### config.mk
export PLATFORM = sky130hd
export DESIGN_NAME = rscl_latch_bank
export DESIGN_NICKNAME = d
export VERILOG_FILES = /design/src/rtl/rscl_pkg.sv /design/src/rtl/rscl_fb_div.sv /design/src/rtl/rscl_latch_bank.sv /design/src/rtl/rscl_sync.sv
export SDC_FILE = /design/constraint.sdc
export NUM_CORES = 1
export LEC_CHECK = 0
export BUFFER_PORTS_ARGS = -buffer_cell sky130_fd_sc_hd__buf_4
export CORE_MARGIN = 2
export CORE_UTILIZATION = 32
export CTS_CLUSTER_DIAMETER = 150
export CTS_CLUSTER_SIZE = 14
export DETAILED_ROUTE_END_ITERATION = 7
export GPL_TIMING_DRIVEN = 1
export SYNTH_ARGS = -nofsm -noshare
export SYNTH_HDL_FRONTEND = slang
export SYNTH_SLANG_ARGS = --single-unit
### constraint.sdc
create_clock -name pclk -period 3.7 [get_ports pclk]
set_input_delay 0 -clock pclk [delete_from_list [all_inputs] [get_ports pclk]]
set_output_delay 0 -clock pclk [all_outputs]
set_load 0.01 [all_outputs]
### src/rtl/rscl_pkg.sv
// constants, field layouts and carriers of the serial latch bank
package rscl_pkg;

	localparam int          WORD_W       = 24;
	localparam logic [4:0]  WORD_BITS    = 5'h18;
	localparam logic [4:0]  BIT_CNT_MAX  = 5'h1f;

	// latch select codes in the low bits of a word
	localparam logic [1:0]  SEL_CTRL     = 2'h0;
	localparam logic [2:0]  SEL_TX       = 3'h1;
	localparam logic [1:0]  SEL_LO       = 2'h2;
	localparam logic [1:0]  SEL_RX       = 2'h3;

	// apb byte addresses
	localparam logic [11:0] ADDR_CTRL    = 12'h000;
	localparam logic [11:0] ADDR_TX      = 12'h004;
	localparam logic [11:0] ADDR_LO      = 12'h008;
	localparam logic [11:0] ADDR_RX      = 12'h00c;
	localparam logic [11:0] ADDR_STATUS  = 12'h010;
	localparam logic [11:0] ADDR_CONFIG  = 12'h014;

	localparam int          STAT_LOCK    = 0;
	localparam int          STAT_SHORT   = 1;
	localparam int          STAT_CNT_LSB = 8;
	localparam int          CFG_SER_EN   = 0;
	localparam logic        CFG_SER_EN_RESET = 1'b1;

	localparam logic [2:0]  CP_CURRENT_MAX = 3'h7;
	localparam logic [2:0]  RX_LO_OFF      = 3'h7;

	// diagnostic multiplexer selections
	localparam logic [2:0]  MUX_LOW      = 3'h0;
	localparam logic [2:0]  MUX_LOCK     = 3'h1;
	localparam logic [2:0]  MUX_REF      = 3'h2;
	localparam logic [2:0]  MUX_NDIV     = 3'h3;
	localparam logic [2:0]  MUX_HIGH     = 3'h4;

	localparam logic [1:0]  PRE_SEL_8    = 2'h0;
	localparam logic [1:0]  PRE_SEL_16   = 2'h1;
	localparam logic [5:0]  PRE_MOD_8    = 6'h08;
	localparam logic [5:0]  PRE_MOD_16   = 6'h10;
	localparam logic [5:0]  PRE_MOD_32   = 6'h20;

	typedef struct packed {
		logic       serial_clock;
		logic       serial_data;
		logic       serial_latch_strobe;
	} rscl_serial_pins_t;

	typedef struct packed {
		logic       reserved;
		logic       lo_mute_until_lock;
		logic       tx_mute_until_lock;
		logic       cp_tristate;
		logic       pfd_polarity;
		logic       counter_hold_reset;
		logic [2:0] outmux_sel;
		logic [1:0] lo_level_or_phase_sel;
		logic [2:0] cp_current_sel;
		logic       tx_power_sel_hi;
		logic       tx_power_sel_lo;
		logic       rx_filter_powerdown;
		logic       pll_powerdown;
		logic       vco_powerdown;
		logic       tx_powerdown;
		logic       spare_bit_hi;
		logic       spare_bit_lo;
		logic [1:0] latch_select;
	} rscl_ctrl_latch_t;

	typedef struct packed {
		logic [14:0] reserved;
		logic [2:0]  mod_phase_sel;
		logic [2:0]  rx_lo_phase_sel;
		logic [2:0]  latch_select;
	} rscl_tx_latch_t;

	typedef struct packed {
		logic [1:0]  prescaler_sel;
		logic        cp_gain_max;
		logic        fb_mux_sel;
		logic [12:0] b_count;
		logic [4:0]  a_count;
		logic [1:0]  latch_select;
	} rscl_lo_latch_t;

	typedef struct packed {
		logic [15:0] reserved;
		logic        hp_boost;
		logic [1:0]  bandwidth_sel;
		logic [2:0]  gain_sel;
		logic [1:0]  latch_select;
	} rscl_rx_latch_t;

	// all sections powered down, tx power off, positive polarity
	localparam logic [23:0] CTRL_RESET = 24'h0803f4;
	// receive lo output off
	localparam logic [23:0] TX_RESET   = 24'h000038;
	// smallest legal b count
	localparam logic [23:0] LO_RESET   = 24'h000180;
	localparam logic [23:0] RX_RESET   = 24'h000000;

endpackage : rscl_pkg

### src/rtl/rscl_fb_div.sv
// dual-modulus feedback divider, n = b * p + a
`timescale 1ns/100ps
`default_nettype none
module rscl_fb_div (
	input  wire logic        clk,
	input  wire logic        rst_n,
	input  wire logic        hold,
	input  wire logic        tick,
	input  wire logic [1:0]  prescaler_sel,
	input  wire logic [4:0]  a_count,
	input  wire logic [12:0] b_count,
	output var  logic        div_tick
);
	logic [5:0]  pre_cnt;
	logic [4:0]  a_left;
	logic [12:0] b_cnt;
	logic [5:0]  pre_mod;
	logic [5:0]  cur_mod;

	function automatic logic [5:0] rscl_modulus(input logic [1:0] sel);
		case (sel)
			rscl_pkg::PRE_SEL_8:  rscl_modulus = rscl_pkg::PRE_MOD_8;
			rscl_pkg::PRE_SEL_16: rscl_modulus = rscl_pkg::PRE_MOD_16;
			default:              rscl_modulus = rscl_pkg::PRE_MOD_32;
		endcase
	endfunction : rscl_modulus

	// p + 1 while the a counter still runs; expects a not above b
	always_comb begin
		pre_mod = rscl_modulus(prescaler_sel);
		cur_mod = (a_left != 5'h00) ? 6'(pre_mod + 6'h01) : pre_mod;
	end

	always_ff @(posedge clk or negedge rst_n) begin
		if (!rst_n) begin
			pre_cnt  <= 6'h00;
			a_left   <= 5'h00;
			b_cnt    <= 13'h0000;
			div_tick <= 1'b0;
		end else if (hold) begin
			pre_cnt  <= 6'h00;
			a_left   <= a_count;
			b_cnt    <= 13'h0000;
			div_tick <= 1'b0;
		end else begin
			div_tick <= 1'b0;
			if (tick) begin
				if (pre_cnt == 6'(cur_mod - 6'h01)) begin
					pre_cnt <= 6'h00;
					if (b_cnt == 13'(b_count - 13'h0001)) begin
						b_cnt    <= 13'h0000;
						a_left   <= a_count;
						div_tick <= 1'b1;
					end else begin
						b_cnt <= 13'(b_cnt + 13'h0001);
						if (a_left != 5'h00) begin
							a_left <= 5'(a_left - 5'h01);
						end
					end
				end else begin
					pre_cnt <= 6'(pre_cnt + 6'h01);
				end
			end
		end
	end
endmodule : rscl_fb_div
`default_nettype wire

### src/rtl/rscl_latch_bank.sv
// serially written latch bank of the synthesizer transceiver, with apb view
//
// The implementer's own choices: the APB interface to the registers and the placing of the registers.
`timescale 1ns/100ps
`default_nettype none
//
// Contract
// RL1: three-wire port shifts words, strobe loads latch
// RL2: select bits zero, zero load control latch
// RL3: select zero, zero, one loads only Tx
// RL4: select one, zero loads LO latch
// RL5: select one, one loads Rx latch
// RL6: four power-down bits, one powers down
// RL7: two-bit Tx output power field
// RL8: three-bit charge pump current setting field
// RL9: two-bit LO output power field
// RL10: LO mute holds LO off until lock
// RL11: Tx mute holds Tx off until lock
// RL12: three-state bit floats charge pump output
// RL13: polarity bit one positive, zero negative
// RL14: three-bit select drives diagnostic output pin
// RL15: counter reset bit holds counters reset
// RL16: host writes spare bits zero, one
// RL17: three-bit receive LO phase, one encoding off
// RL18: three-bit Tx modulation phase select field
// RL19: gain bit one forces maximum pump current
// RL20: feedback divides by b times p plus a
module rscl_latch_bank (
	input  wire logic                        pclk,
	input  wire logic                        presetn,
	input  wire logic [11:0]                 paddr,
	input  wire logic                        psel,
	input  wire logic                        penable,
	input  wire logic                        pwrite,
	input  wire logic [31:0]                 pwdata,
	output var  logic [31:0]                 prdata,
	output var  logic                        pready,
	output var  logic                        pslverr,
	input  wire rscl_pkg::rscl_serial_pins_t serial_pins,
	input  wire logic                        pll_lock_pin,
	input  wire logic                        vco_tick,
	input  wire logic                        aux_fb_tick,
	input  wire logic                        ref_tick,
	output var  logic                        rx_filter_powerdown,
	output var  logic                        pll_powerdown,
	output var  logic                        vco_powerdown,
	output var  logic                        tx_powerdown,
	output var  logic [1:0]                  tx_power_sel,
	output var  logic [1:0]                  lo_power_sel,
	output var  logic [2:0]                  cp_current_eff,
	output var  logic                        cp_tristate,
	output var  logic                        pfd_polarity,
	output var  logic                        counter_hold_reset,
	output var  logic                        diag_output_pin,
	output var  logic                        lo_output_enable,
	output var  logic                        tx_output_enable,
	output var  logic [2:0]                  rx_lo_phase_sel,
	output var  logic                        rx_lo_enable,
	output var  logic [2:0]                  mod_phase_sel,
	output var  logic                        fb_div_tick,
	output var  logic                        rx_hp_boost,
	output var  logic [1:0]                  rx_bandwidth_sel,
	output var  logic [2:0]                  rx_gain_sel
);
	typedef enum logic [2:0] {
		RSCL_TGT_NONE = 3'b000,
		RSCL_TGT_CTRL = 3'b001,
		RSCL_TGT_TX   = 3'b010,
		RSCL_TGT_LO   = 3'b011,
		RSCL_TGT_RX   = 3'b100
	} rscl_target_t;

	rscl_pkg::rscl_ctrl_latch_t ctrl_latch;
	rscl_pkg::rscl_tx_latch_t   tx_latch;
	rscl_pkg::rscl_lo_latch_t   lo_latch;
	rscl_pkg::rscl_rx_latch_t   rx_latch;
	rscl_pkg::rscl_ctrl_latch_t shift_as_ctrl;

	logic [3:0]  pins_stable;
	logic        sclk_s;
	logic        sdata_s;
	logic        sle_s;
	logic        lock_s;
	logic        sclk_prev;
	logic        sle_prev;
	logic        sclk_rise;
	logic        strobe;
	logic [23:0] shift_reg;
	logic [4:0]  bit_cnt;
	logic        short_word;
	logic        short_clr;
	logic [7:0]  word_count;
	logic        serial_en;
	logic        fb_tick_sel;
	rscl_target_t target;
	logic        setup_phase;
	logic        access_wr;

	rscl_sync #(
		.W(4)
	) u_sync (
		.clk      (pclk),
		.rst_n    (presetn),
		.async_in ({pll_lock_pin, serial_pins.serial_latch_strobe,
		            serial_pins.serial_data, serial_pins.serial_clock}),
		.stable   (pins_stable)
	);

	assign sclk_s  = pins_stable[0];
	assign sdata_s = pins_stable[1];
	assign sle_s   = pins_stable[2];
	assign lock_s  = pins_stable[3];

	always_ff @(posedge pclk or negedge presetn) begin
		if (!presetn) begin
			sclk_prev <= 1'b0;
			sle_prev  <= 1'b0;
		end else begin
			sclk_prev <= sclk_s;
			sle_prev  <= sle_s;
		end
	end

	assign sclk_rise = sclk_s && !sclk_prev;
	// strobes are ignored while software has the serial port switched off
	assign strobe    = sle_s && !sle_prev && serial_en;

	// shift msb first on each rising serial clock edge that does not meet a strobe in the same cycle
	always_ff @(posedge pclk or negedge presetn) begin
		if (!presetn) begin
			shift_reg <= 24'h000000;
			bit_cnt   <= 5'h00;
		end else if (strobe) begin
			bit_cnt <= 5'h00;
		end else if (sclk_rise) begin
			shift_reg <= {shift_reg[22:0], sdata_s}; // [RL1]
			if (bit_cnt != rscl_pkg::BIT_CNT_MAX) begin
				bit_cnt <= 5'(bit_cnt + 5'h01);
			end
		end
	end

	function automatic rscl_target_t rscl_decode(input logic [23:0] word);
		if (word[1:0] == rscl_pkg::SEL_CTRL) begin
			rscl_decode = RSCL_TGT_CTRL;
		end else if (word[2:0] == rscl_pkg::SEL_TX) begin
			rscl_decode = RSCL_TGT_TX;
		end else if (word[1:0] == rscl_pkg::SEL_LO) begin
			rscl_decode = RSCL_TGT_LO;
		end else if (word[1:0] == rscl_pkg::SEL_RX) begin
			rscl_decode = RSCL_TGT_RX;
		end else begin
			rscl_decode = RSCL_TGT_NONE;
		end
	endfunction : rscl_decode

	assign target        = rscl_decode(shift_reg);
	assign shift_as_ctrl = rscl_pkg::rscl_ctrl_latch_t'(shift_reg);

	// one latch per strobe; select code one, zero, one reaches none here
	always_ff @(posedge pclk or negedge presetn) begin
		if (!presetn) begin
			ctrl_latch <= rscl_pkg::rscl_ctrl_latch_t'(rscl_pkg::CTRL_RESET);
			tx_latch   <= rscl_pkg::rscl_tx_latch_t'(rscl_pkg::TX_RESET);
			lo_latch   <= rscl_pkg::rscl_lo_latch_t'(rscl_pkg::LO_RESET);
			rx_latch   <= rscl_pkg::rscl_rx_latch_t'(rscl_pkg::RX_RESET);
		end else if (strobe) begin
			case (target)
				RSCL_TGT_CTRL: ctrl_latch <= rscl_pkg::rscl_ctrl_latch_t'(shift_reg); // [RL1] [RL2]
				RSCL_TGT_TX:   tx_latch   <= rscl_pkg::rscl_tx_latch_t'(shift_reg);   // [RL3]
				RSCL_TGT_LO:   lo_latch   <= rscl_pkg::rscl_lo_latch_t'(shift_reg);   // [RL4]
				RSCL_TGT_RX:   rx_latch   <= rscl_pkg::rscl_rx_latch_t'(shift_reg);   // [RL5]
				default: begin
				end
			endcase
		end
	end

	// sticky flag for a strobe after fewer than a whole word; set beats clear
	always_ff @(posedge pclk or negedge presetn) begin
		if (!presetn) begin
			short_word <= 1'b0;
			word_count <= 8'h00;
		end else begin
			short_word <= (strobe && (bit_cnt < rscl_pkg::WORD_BITS)) || (short_word && !short_clr);
			if (strobe) begin
				word_count <= 8'(word_count + 8'h01);
			end
		end
	end

	// latch fields straight to the analogue controls
	assign rx_filter_powerdown = ctrl_latch.rx_filter_powerdown; // [RL6]
	assign pll_powerdown       = ctrl_latch.pll_powerdown;       // [RL6]
	assign vco_powerdown       = ctrl_latch.vco_powerdown;       // [RL6]
	assign tx_powerdown        = ctrl_latch.tx_powerdown;        // [RL6]
	assign tx_power_sel        = {ctrl_latch.tx_power_sel_hi, ctrl_latch.tx_power_sel_lo}; // [RL7]
	assign lo_power_sel        = ctrl_latch.lo_level_or_phase_sel; // [RL9]
	assign cp_tristate         = ctrl_latch.cp_tristate;         // [RL12]
	assign pfd_polarity        = ctrl_latch.pfd_polarity;        // [RL13]
	assign counter_hold_reset  = ctrl_latch.counter_hold_reset;  // [RL15]
	assign rx_lo_phase_sel     = tx_latch.rx_lo_phase_sel;       // [RL17]
	assign mod_phase_sel       = tx_latch.mod_phase_sel;         // [RL18]
	assign rx_hp_boost         = rx_latch.hp_boost;
	assign rx_bandwidth_sel    = rx_latch.bandwidth_sel;
	assign rx_gain_sel         = rx_latch.gain_sel;

	// registered output stage: lock gating, pump current and diagnostic mux
	always_ff @(posedge pclk or negedge presetn) begin
		if (!presetn) begin
			lo_output_enable <= 1'b0;
			tx_output_enable <= 1'b0;
			rx_lo_enable     <= 1'b0;
			cp_current_eff   <= 3'h0;
			diag_output_pin  <= 1'b0;
		end else begin
			lo_output_enable <= !ctrl_latch.vco_powerdown &&
			                    !(ctrl_latch.lo_mute_until_lock && !lock_s); // [RL10]
			tx_output_enable <= !ctrl_latch.tx_powerdown &&
			                    !(ctrl_latch.tx_mute_until_lock && !lock_s); // [RL11]
			rx_lo_enable     <= (tx_latch.rx_lo_phase_sel != rscl_pkg::RX_LO_OFF); // [RL17]
			cp_current_eff   <= lo_latch.cp_gain_max ? rscl_pkg::CP_CURRENT_MAX
			                                         : ctrl_latch.cp_current_sel; // [RL8] [RL19]
			case (ctrl_latch.outmux_sel) // [RL14]
				rscl_pkg::MUX_LOCK: diag_output_pin <= lock_s;
				rscl_pkg::MUX_REF:  diag_output_pin <= ref_tick;
				rscl_pkg::MUX_NDIV: diag_output_pin <= fb_div_tick;
				rscl_pkg::MUX_HIGH: diag_output_pin <= 1'b1;
				default:            diag_output_pin <= 1'b0;
			endcase
		end
	end

	assign fb_tick_sel = lo_latch.fb_mux_sel ? aux_fb_tick : vco_tick;

	rscl_fb_div u_fb_div (
		.clk           (pclk),
		.rst_n         (presetn),
		.hold          (ctrl_latch.counter_hold_reset), // [RL15]
		.tick          (fb_tick_sel),
		.prescaler_sel (lo_latch.prescaler_sel),        // [RL20]
		.a_count       (lo_latch.a_count),
		.b_count       (lo_latch.b_count),
		.div_tick      (fb_div_tick)
	);

	// apb slave: zero wait states, read data and error captured in setup
	assign pready      = 1'b1;
	assign setup_phase = psel && !penable;
	assign access_wr   = psel && penable && pwrite;
	assign short_clr   = access_wr && (paddr == rscl_pkg::ADDR_STATUS) && pwdata[rscl_pkg::STAT_SHORT];

	always_ff @(posedge pclk or negedge presetn) begin
		if (!presetn) begin
			serial_en <= rscl_pkg::CFG_SER_EN_RESET;
		end else if (access_wr && (paddr == rscl_pkg::ADDR_CONFIG)) begin
			serial_en <= pwdata[rscl_pkg::CFG_SER_EN];
		end
	end

	always_ff @(posedge pclk or negedge presetn) begin
		if (!presetn) begin
			prdata  <= 32'h00000000;
			pslverr <= 1'b0;
		end else if (setup_phase) begin
			pslverr <= 1'b0;
			case (paddr)
				rscl_pkg::ADDR_CTRL:   prdata <= {8'h00, ctrl_latch};
				rscl_pkg::ADDR_TX:     prdata <= {8'h00, tx_latch};
				rscl_pkg::ADDR_LO:     prdata <= {8'h00, lo_latch};
				rscl_pkg::ADDR_RX:     prdata <= {8'h00, rx_latch};
				rscl_pkg::ADDR_STATUS: begin
					prdata                                     <= 32'h00000000;
					prdata[rscl_pkg::STAT_LOCK]                <= lock_s;
					prdata[rscl_pkg::STAT_SHORT]               <= short_word;
					prdata[rscl_pkg::STAT_CNT_LSB +: 8]        <= word_count;
				end
				rscl_pkg::ADDR_CONFIG: prdata <= {31'h00000000, serial_en};
				default: begin
					prdata  <= 32'h00000000;
					pslverr <= 1'b1;
				end
			endcase
		end
	end
endmodule : rscl_latch_bank
`default_nettype wire

### src/rtl/rscl_sync.sv
// three-stage input synchroniser with agreement filter
`timescale 1ns/100ps
`default_nettype none
module rscl_sync #(
	parameter int W = 4
) (
	input  wire logic         clk,
	input  wire logic         rst_n,
	input  wire logic [W-1:0] async_in,
	output var  logic [W-1:0] stable
);
	logic [W-1:0] meta;
	logic [W-1:0] sync2;
	logic [W-1:0] sync3;

	always_ff @(posedge clk or negedge rst_n) begin
		if (!rst_n) begin
			meta  <= '0;
			sync2 <= '0;
			sync3 <= '0;
		end else begin
			meta  <= async_in;
			sync2 <= meta;
			sync3 <= sync2;
		end
	end

	// a bit changes only once the second and third stages agree
	always_ff @(posedge clk or negedge rst_n) begin
		if (!rst_n) begin
			stable <= '0;
		end else begin
			for (int i = 0; i < W; i++) begin
				if (sync2[i] == sync3[i]) begin
					stable[i] <= sync3[i];
				end
			end
		end
	end
endmodule : rscl_sync
`default_nettype wire

==> impl_summary.log <==
[metrics] fraction of layout cells with a size suffix above 1: 32.0%
[metrics] Std-Cell Rows: 63
[metrics] sequential fraction of the synthesis area: 54.3%
[metrics] dominant register cell in the synthesized netlist: dfrtp_1
[metrics] Rel. slew slack: 47.4%
[metrics] highest-delay cell along the critical path: or4b_2
[metrics] number of port buffers: 81
[metrics] critical path launch point type: register
[metrics] vias in the first global route: 6160
[metrics] outcome: finished, final reports clean
[metrics] height of the die: 178 um
[metrics] critical path class: reg2reg
[metrics] logic gate share of total power: 11.5%
[metrics] Int Pwr: 0.00373 W
[metrics] Die Area: 0.0317 mm^2
[metrics] worst supply voltage drop on vdd: 320 uV
[metrics] antenna diode instance count: 0
[metrics] sequence of cells on the critical path: inv_1 -> ha_1 -> or4b_2 -> inv_1 -> ha_1 -> xnor2_1 -> a211oi_4 -> nand2_1 -> nand2_1 -> nand2_2 -> o311ai_0
[metrics] non-filler cells in the finished layout: 1271
[metrics] GPL Wtd Cong: 0.837
[metrics] Pins Over Slew Limit: 0
[metrics] Hold WC Path Type: in2reg
[metrics] clock root buffer: clkbuf_16
[metrics] number of synthesized flops with an enable pin: 0
[metrics] total via count after detailed routing: 6285
[metrics] count of synthesis-stage warnings from yosys: 0
[metrics] Total Routed Length: 21200 um
[metrics] Clock Latency Late Sink: 0.48 ns
[metrics] total routing usage reported by global routing: 13.7%
[metrics] initial antenna violation count: 1
[metrics] # Post-CTS Setup Buffers: 0
[metrics] die width: 178 um
[metrics] slack of the worst reg-to-reg path: 0.30 ns
[metrics] global-route wire length before repair: 34500 um
[metrics] worst-path fanout max: 12
[metrics] highest clock frequency the design can meet: 294 MHz
[metrics] FF+latch count, synth: 210
[metrics] Worst setup EP type: register
[metrics] final global-route overflow total: 0
[metrics] post-synthesis async set-or-reset flop share: 100%
[metrics] proportion of power drawn by flip-flops and latches: 53.7%
[metrics] number of placed I/O pins: 121
[metrics] P_sw: 0.00134 W
[metrics] count of placed standard cells including taps: 1230
[metrics] setup violation total in the final timing report: 0
[metrics] CP required: 4.06 ns
[metrics] level count of the clock H-tree: 1
[metrics] endpoints failing hold: 0
[metrics] remaining antenna violation count: 0
[metrics] cell leakage power: 5.22 nW
[metrics] number of optimization iterations in the first detailed-route pass: 4
[metrics] Clock Pin Slew Worst Setup and Hold Paths: 0.07 ns
[metrics] transition at the pin with the smallest max-transition slack: 0.789 ns
[metrics] Routed WL per cell: 16.7 um
[metrics] TritonCTS clock tree: built
[metrics] number of violations reported at the end of detailed-routing iteration 0: 338
[metrics] worst endpoint data arrival time: 3.76 ns
[metrics] number of buffers created by CTS: 18
[metrics] minimum clock period after layout: 3.40 ns
[metrics] post-synthesis cell area: 0.00970 mm^2
[metrics] initial standard-cell utilization of the core: 32.7%
[metrics] maximum number of pins on one net before global-route repair: 87
[metrics] final net count: 934
[metrics] post-route clock skew: 0.0167 ns
[metrics] DRC violations left: 0
[metrics] clk sink count: 210
[metrics] Synth Instances: 799
[metrics] final sum of negative setup slack: 0 ns
[metrics] largest stage delay on the critical path: 0.66 ns
[metrics] number of max-capacitance violations reported: 0
[metrics] Cell Pwr Density: 450 mW/mm^2
[metrics] signed area change from the synthesized netlist to the final layout: 15.9%
[metrics] clock share of power: 34.8%
[metrics] average footprint of a synthesized cell: 12.1 um^2
[metrics] setup repair after global routing missed its margin: no
[metrics] core region area: 0.0297 mm^2
[metrics] estimated wirelength of the detail-placed design: 14500 um
[metrics] net switching fraction of the power: 26.4%
[metrics] number of library cell types mapped by synthesis: 56
[metrics] post-route clock period utilization: 91.8%
[metrics] maximum clock path buffer count: 3
[metrics] routed vias/inst: 4.94
cells in the mapped netlist, types with 2 or more instances:
cell type  count  area [um^2]
nand2b_1       9         56.3
a21oi_1       30          150
or3_1          4         25.0
xnor2_1       16          140
dfrtp_1      196         4900
o21bai_1       2         15.0
inv_1         24         90.1
buf_4         24          180
mux4_2        23          518
or2_2          7         43.8
xor2_1        11         96.3
nand2_1       73          274
nor2b_1        8         50.1
and2_1         6         37.5
mux2_2       112         1260
maj3_1         4         40.0
nand3_1       21          105
nor2_1        29          109
or4_1          4         30.0
ha_1           9          113
mux2i_1        8         80.1
nor4_1         5         31.3
a22o_1         4         35.0
nor3b_1        4         30.0
nand4_1        8         50.1
buf_2          2         10.0
nand4b_1       2         17.5
o21ai_0       34          170
a2bb2oi_1      3         26.3
buf_6          2         22.5
nor3_1        11         55.1
o31ai_1        5         37.5
a21boi_0       2         15.0
nand3b_1       4         30.0
a22oi_1       10         75.1
conb_1         2         7.51
o22ai_1        9         56.3
clkbuf_1      35          131
a31oi_1        3         18.8
dfstp_2       14          368
and3_1         5         31.3
stage by stage:
stage | worst slack (ns) | util [%] | hold slack [ns] | cell area (um^2) | total power, W
2_1_floorplan | 0.676 | - | -0.296 | 9730 | 0.00313
3_3_place_gp | 0.274 | 35.8 | 0.0957 | 10600 | 0.00333
3_5_place_dp | 0.189 | 35.8 | 0.0941 | 10600 | 0.00335
4_1_cts | 0.151 | 37.8 | 0.0171 | 11200 | 0.00513
5_1_grt | 0.0437 | 37.9 | 0.0573 | 11200 | 0.00534
6_report | 0.303 | 37.9 | 0.0257 | 11200 | 0.00506
state kept, by name (all words and copies together), names as in the netlist, 3 cells and up:
name / cells
u_sync.meta: 4
prdata: 24
ctrl_latch: 13
u_sync.stable: 4
rx_latch: 18
tx_latch: 18
word_count: 8
u_sync.sync2: 4
shift_as_ctrl: 24
u_sync.sync3: 4
u_fb_div.b_cnt: 13
u_fb_div.pre_cnt: 6
u_fb_div.a_left: 5
lo_latch: 24
bit_cnt: 5
mod_phase_sel: 3
rx_gain_sel: 3
cp_current_eff: 3
rx_lo_phase_sel: 3
power groups by stage:
stage | Sequential, W | Combinational, W | Clock [W]
floorplan | 0.00267 | 0.000453 | 0
global placement | 0.00276 | 0.000572 | 0
detailed placement | 0.00277 | 0.000580 | 0
CTS | 0.00272 | 0.000593 | 0.00182
global route | 0.00275 | 0.000672 | 0.00191
finish | 0.00272 | 0.000582 | 0.00176
cells in the final DEF, fill, tap and decap left out, types with 5 or more instances in the layout:
cell           Yosys  routed
dlygate4sd3_1      0       9
ha_1               9       9
dfrtp_1          196     196
a22oi_1           10      10
a21oi_1           30      30
clkbuf_16          0      19
o21ai_0           34      34
or2_2              7       7
and3_1             5       5
clkbuf_1          35      13
nor2b_1            8       8
and2_1             6       6
conb_1             2       9
mux2i_1            8       8
inv_1             24      24
mux4_2            23      23
dfstp_2           14      14
o22ai_1            9       9
nand3_1           21      21
o31ai_1            5       5
mux2_2           112     112
nand2b_1           9       9
xor2_1            11      11
nor3_1            11      11
nor2_1            29      27
nand4_1            8       8
xnor2_1           16      16
nand2_1           73      72
buf_4             24      95
critical path, delay by kind of cell, from the launching register on:
family / cells / cell delay [ns]
AOI/OAI and AO/OA: 2 / 0.73
xor gates and xnor gates: 1 / 0.17
adders and majority gates: 2 / 0.40
buffers and inverters: 2 / 0.26
DFF: 1 / 0.41
and+or+nand+nor: 4 / 1.30
routing by layer:
layer  routed length, um  vias to the layer above  GRT usage (%)
met5                  13                        -              0
met4                 227                        2           2.49
met3                1110                       21           2.17
met2                9510                      142           21.1
met1               10300                     3159           20.5
li1                    -                     2961              -
cells by family (layout without fill, tap and decap cells):
| kind of cell | after synthesis | in the layout | share of synthesized area [%] |
|---|---|---|---|
| XOR/XNOR | 27 | 27 | 2.44 |
| other | 2 | 9 | 0.0774 |
| buffers and inverters | 87 | 162 | 4.47 |
| flip-flops | 210 | 210 | 54.3 |
| multiplexers | 143 | 143 | 19.2 |
| AO/OA/AOI/OAI | 112 | 112 | 7.26 |
| adder cells (fa/ha/maj) | 13 | 13 | 1.57 |
| AND/OR/NAND/NOR | 205 | 205 | 10.7 |
worst paths after layout:
path,from,endpoint,cells after the start
worst max-delay path,u_fb_div.a_left[0],u_fb_div.b_cnt[2],11
worst min-delay path,paddr[10],prdata[0],5
worst max register to register,u_fb_div.a_left[0],u_fb_div.b_cnt[2],11
worst min register to register,u_sync.meta[1],u_sync.sync2[1],0
max in group asynchronous,presetn,rx_filter_powerdown,3
min in group asynchronous,presetn,u_sync.sync2[0],2
area by class of cell:
type	instances	area, um^2
fillers	2807	18500
flip-flops and latches	210	5270
multi-input cells	509	4040
repair buffers	106	837
clock buffers	32	524
well taps	390	488
inverters	24	90.1
timing repair:
item,4_1_cts,5_1_grt
endpoints found under the setup margin,0,3
gates resized for setup,0,1
hold buffers,9,0
endpoints found under the hold margin,89,0
(Power assumes the default switching activity.)
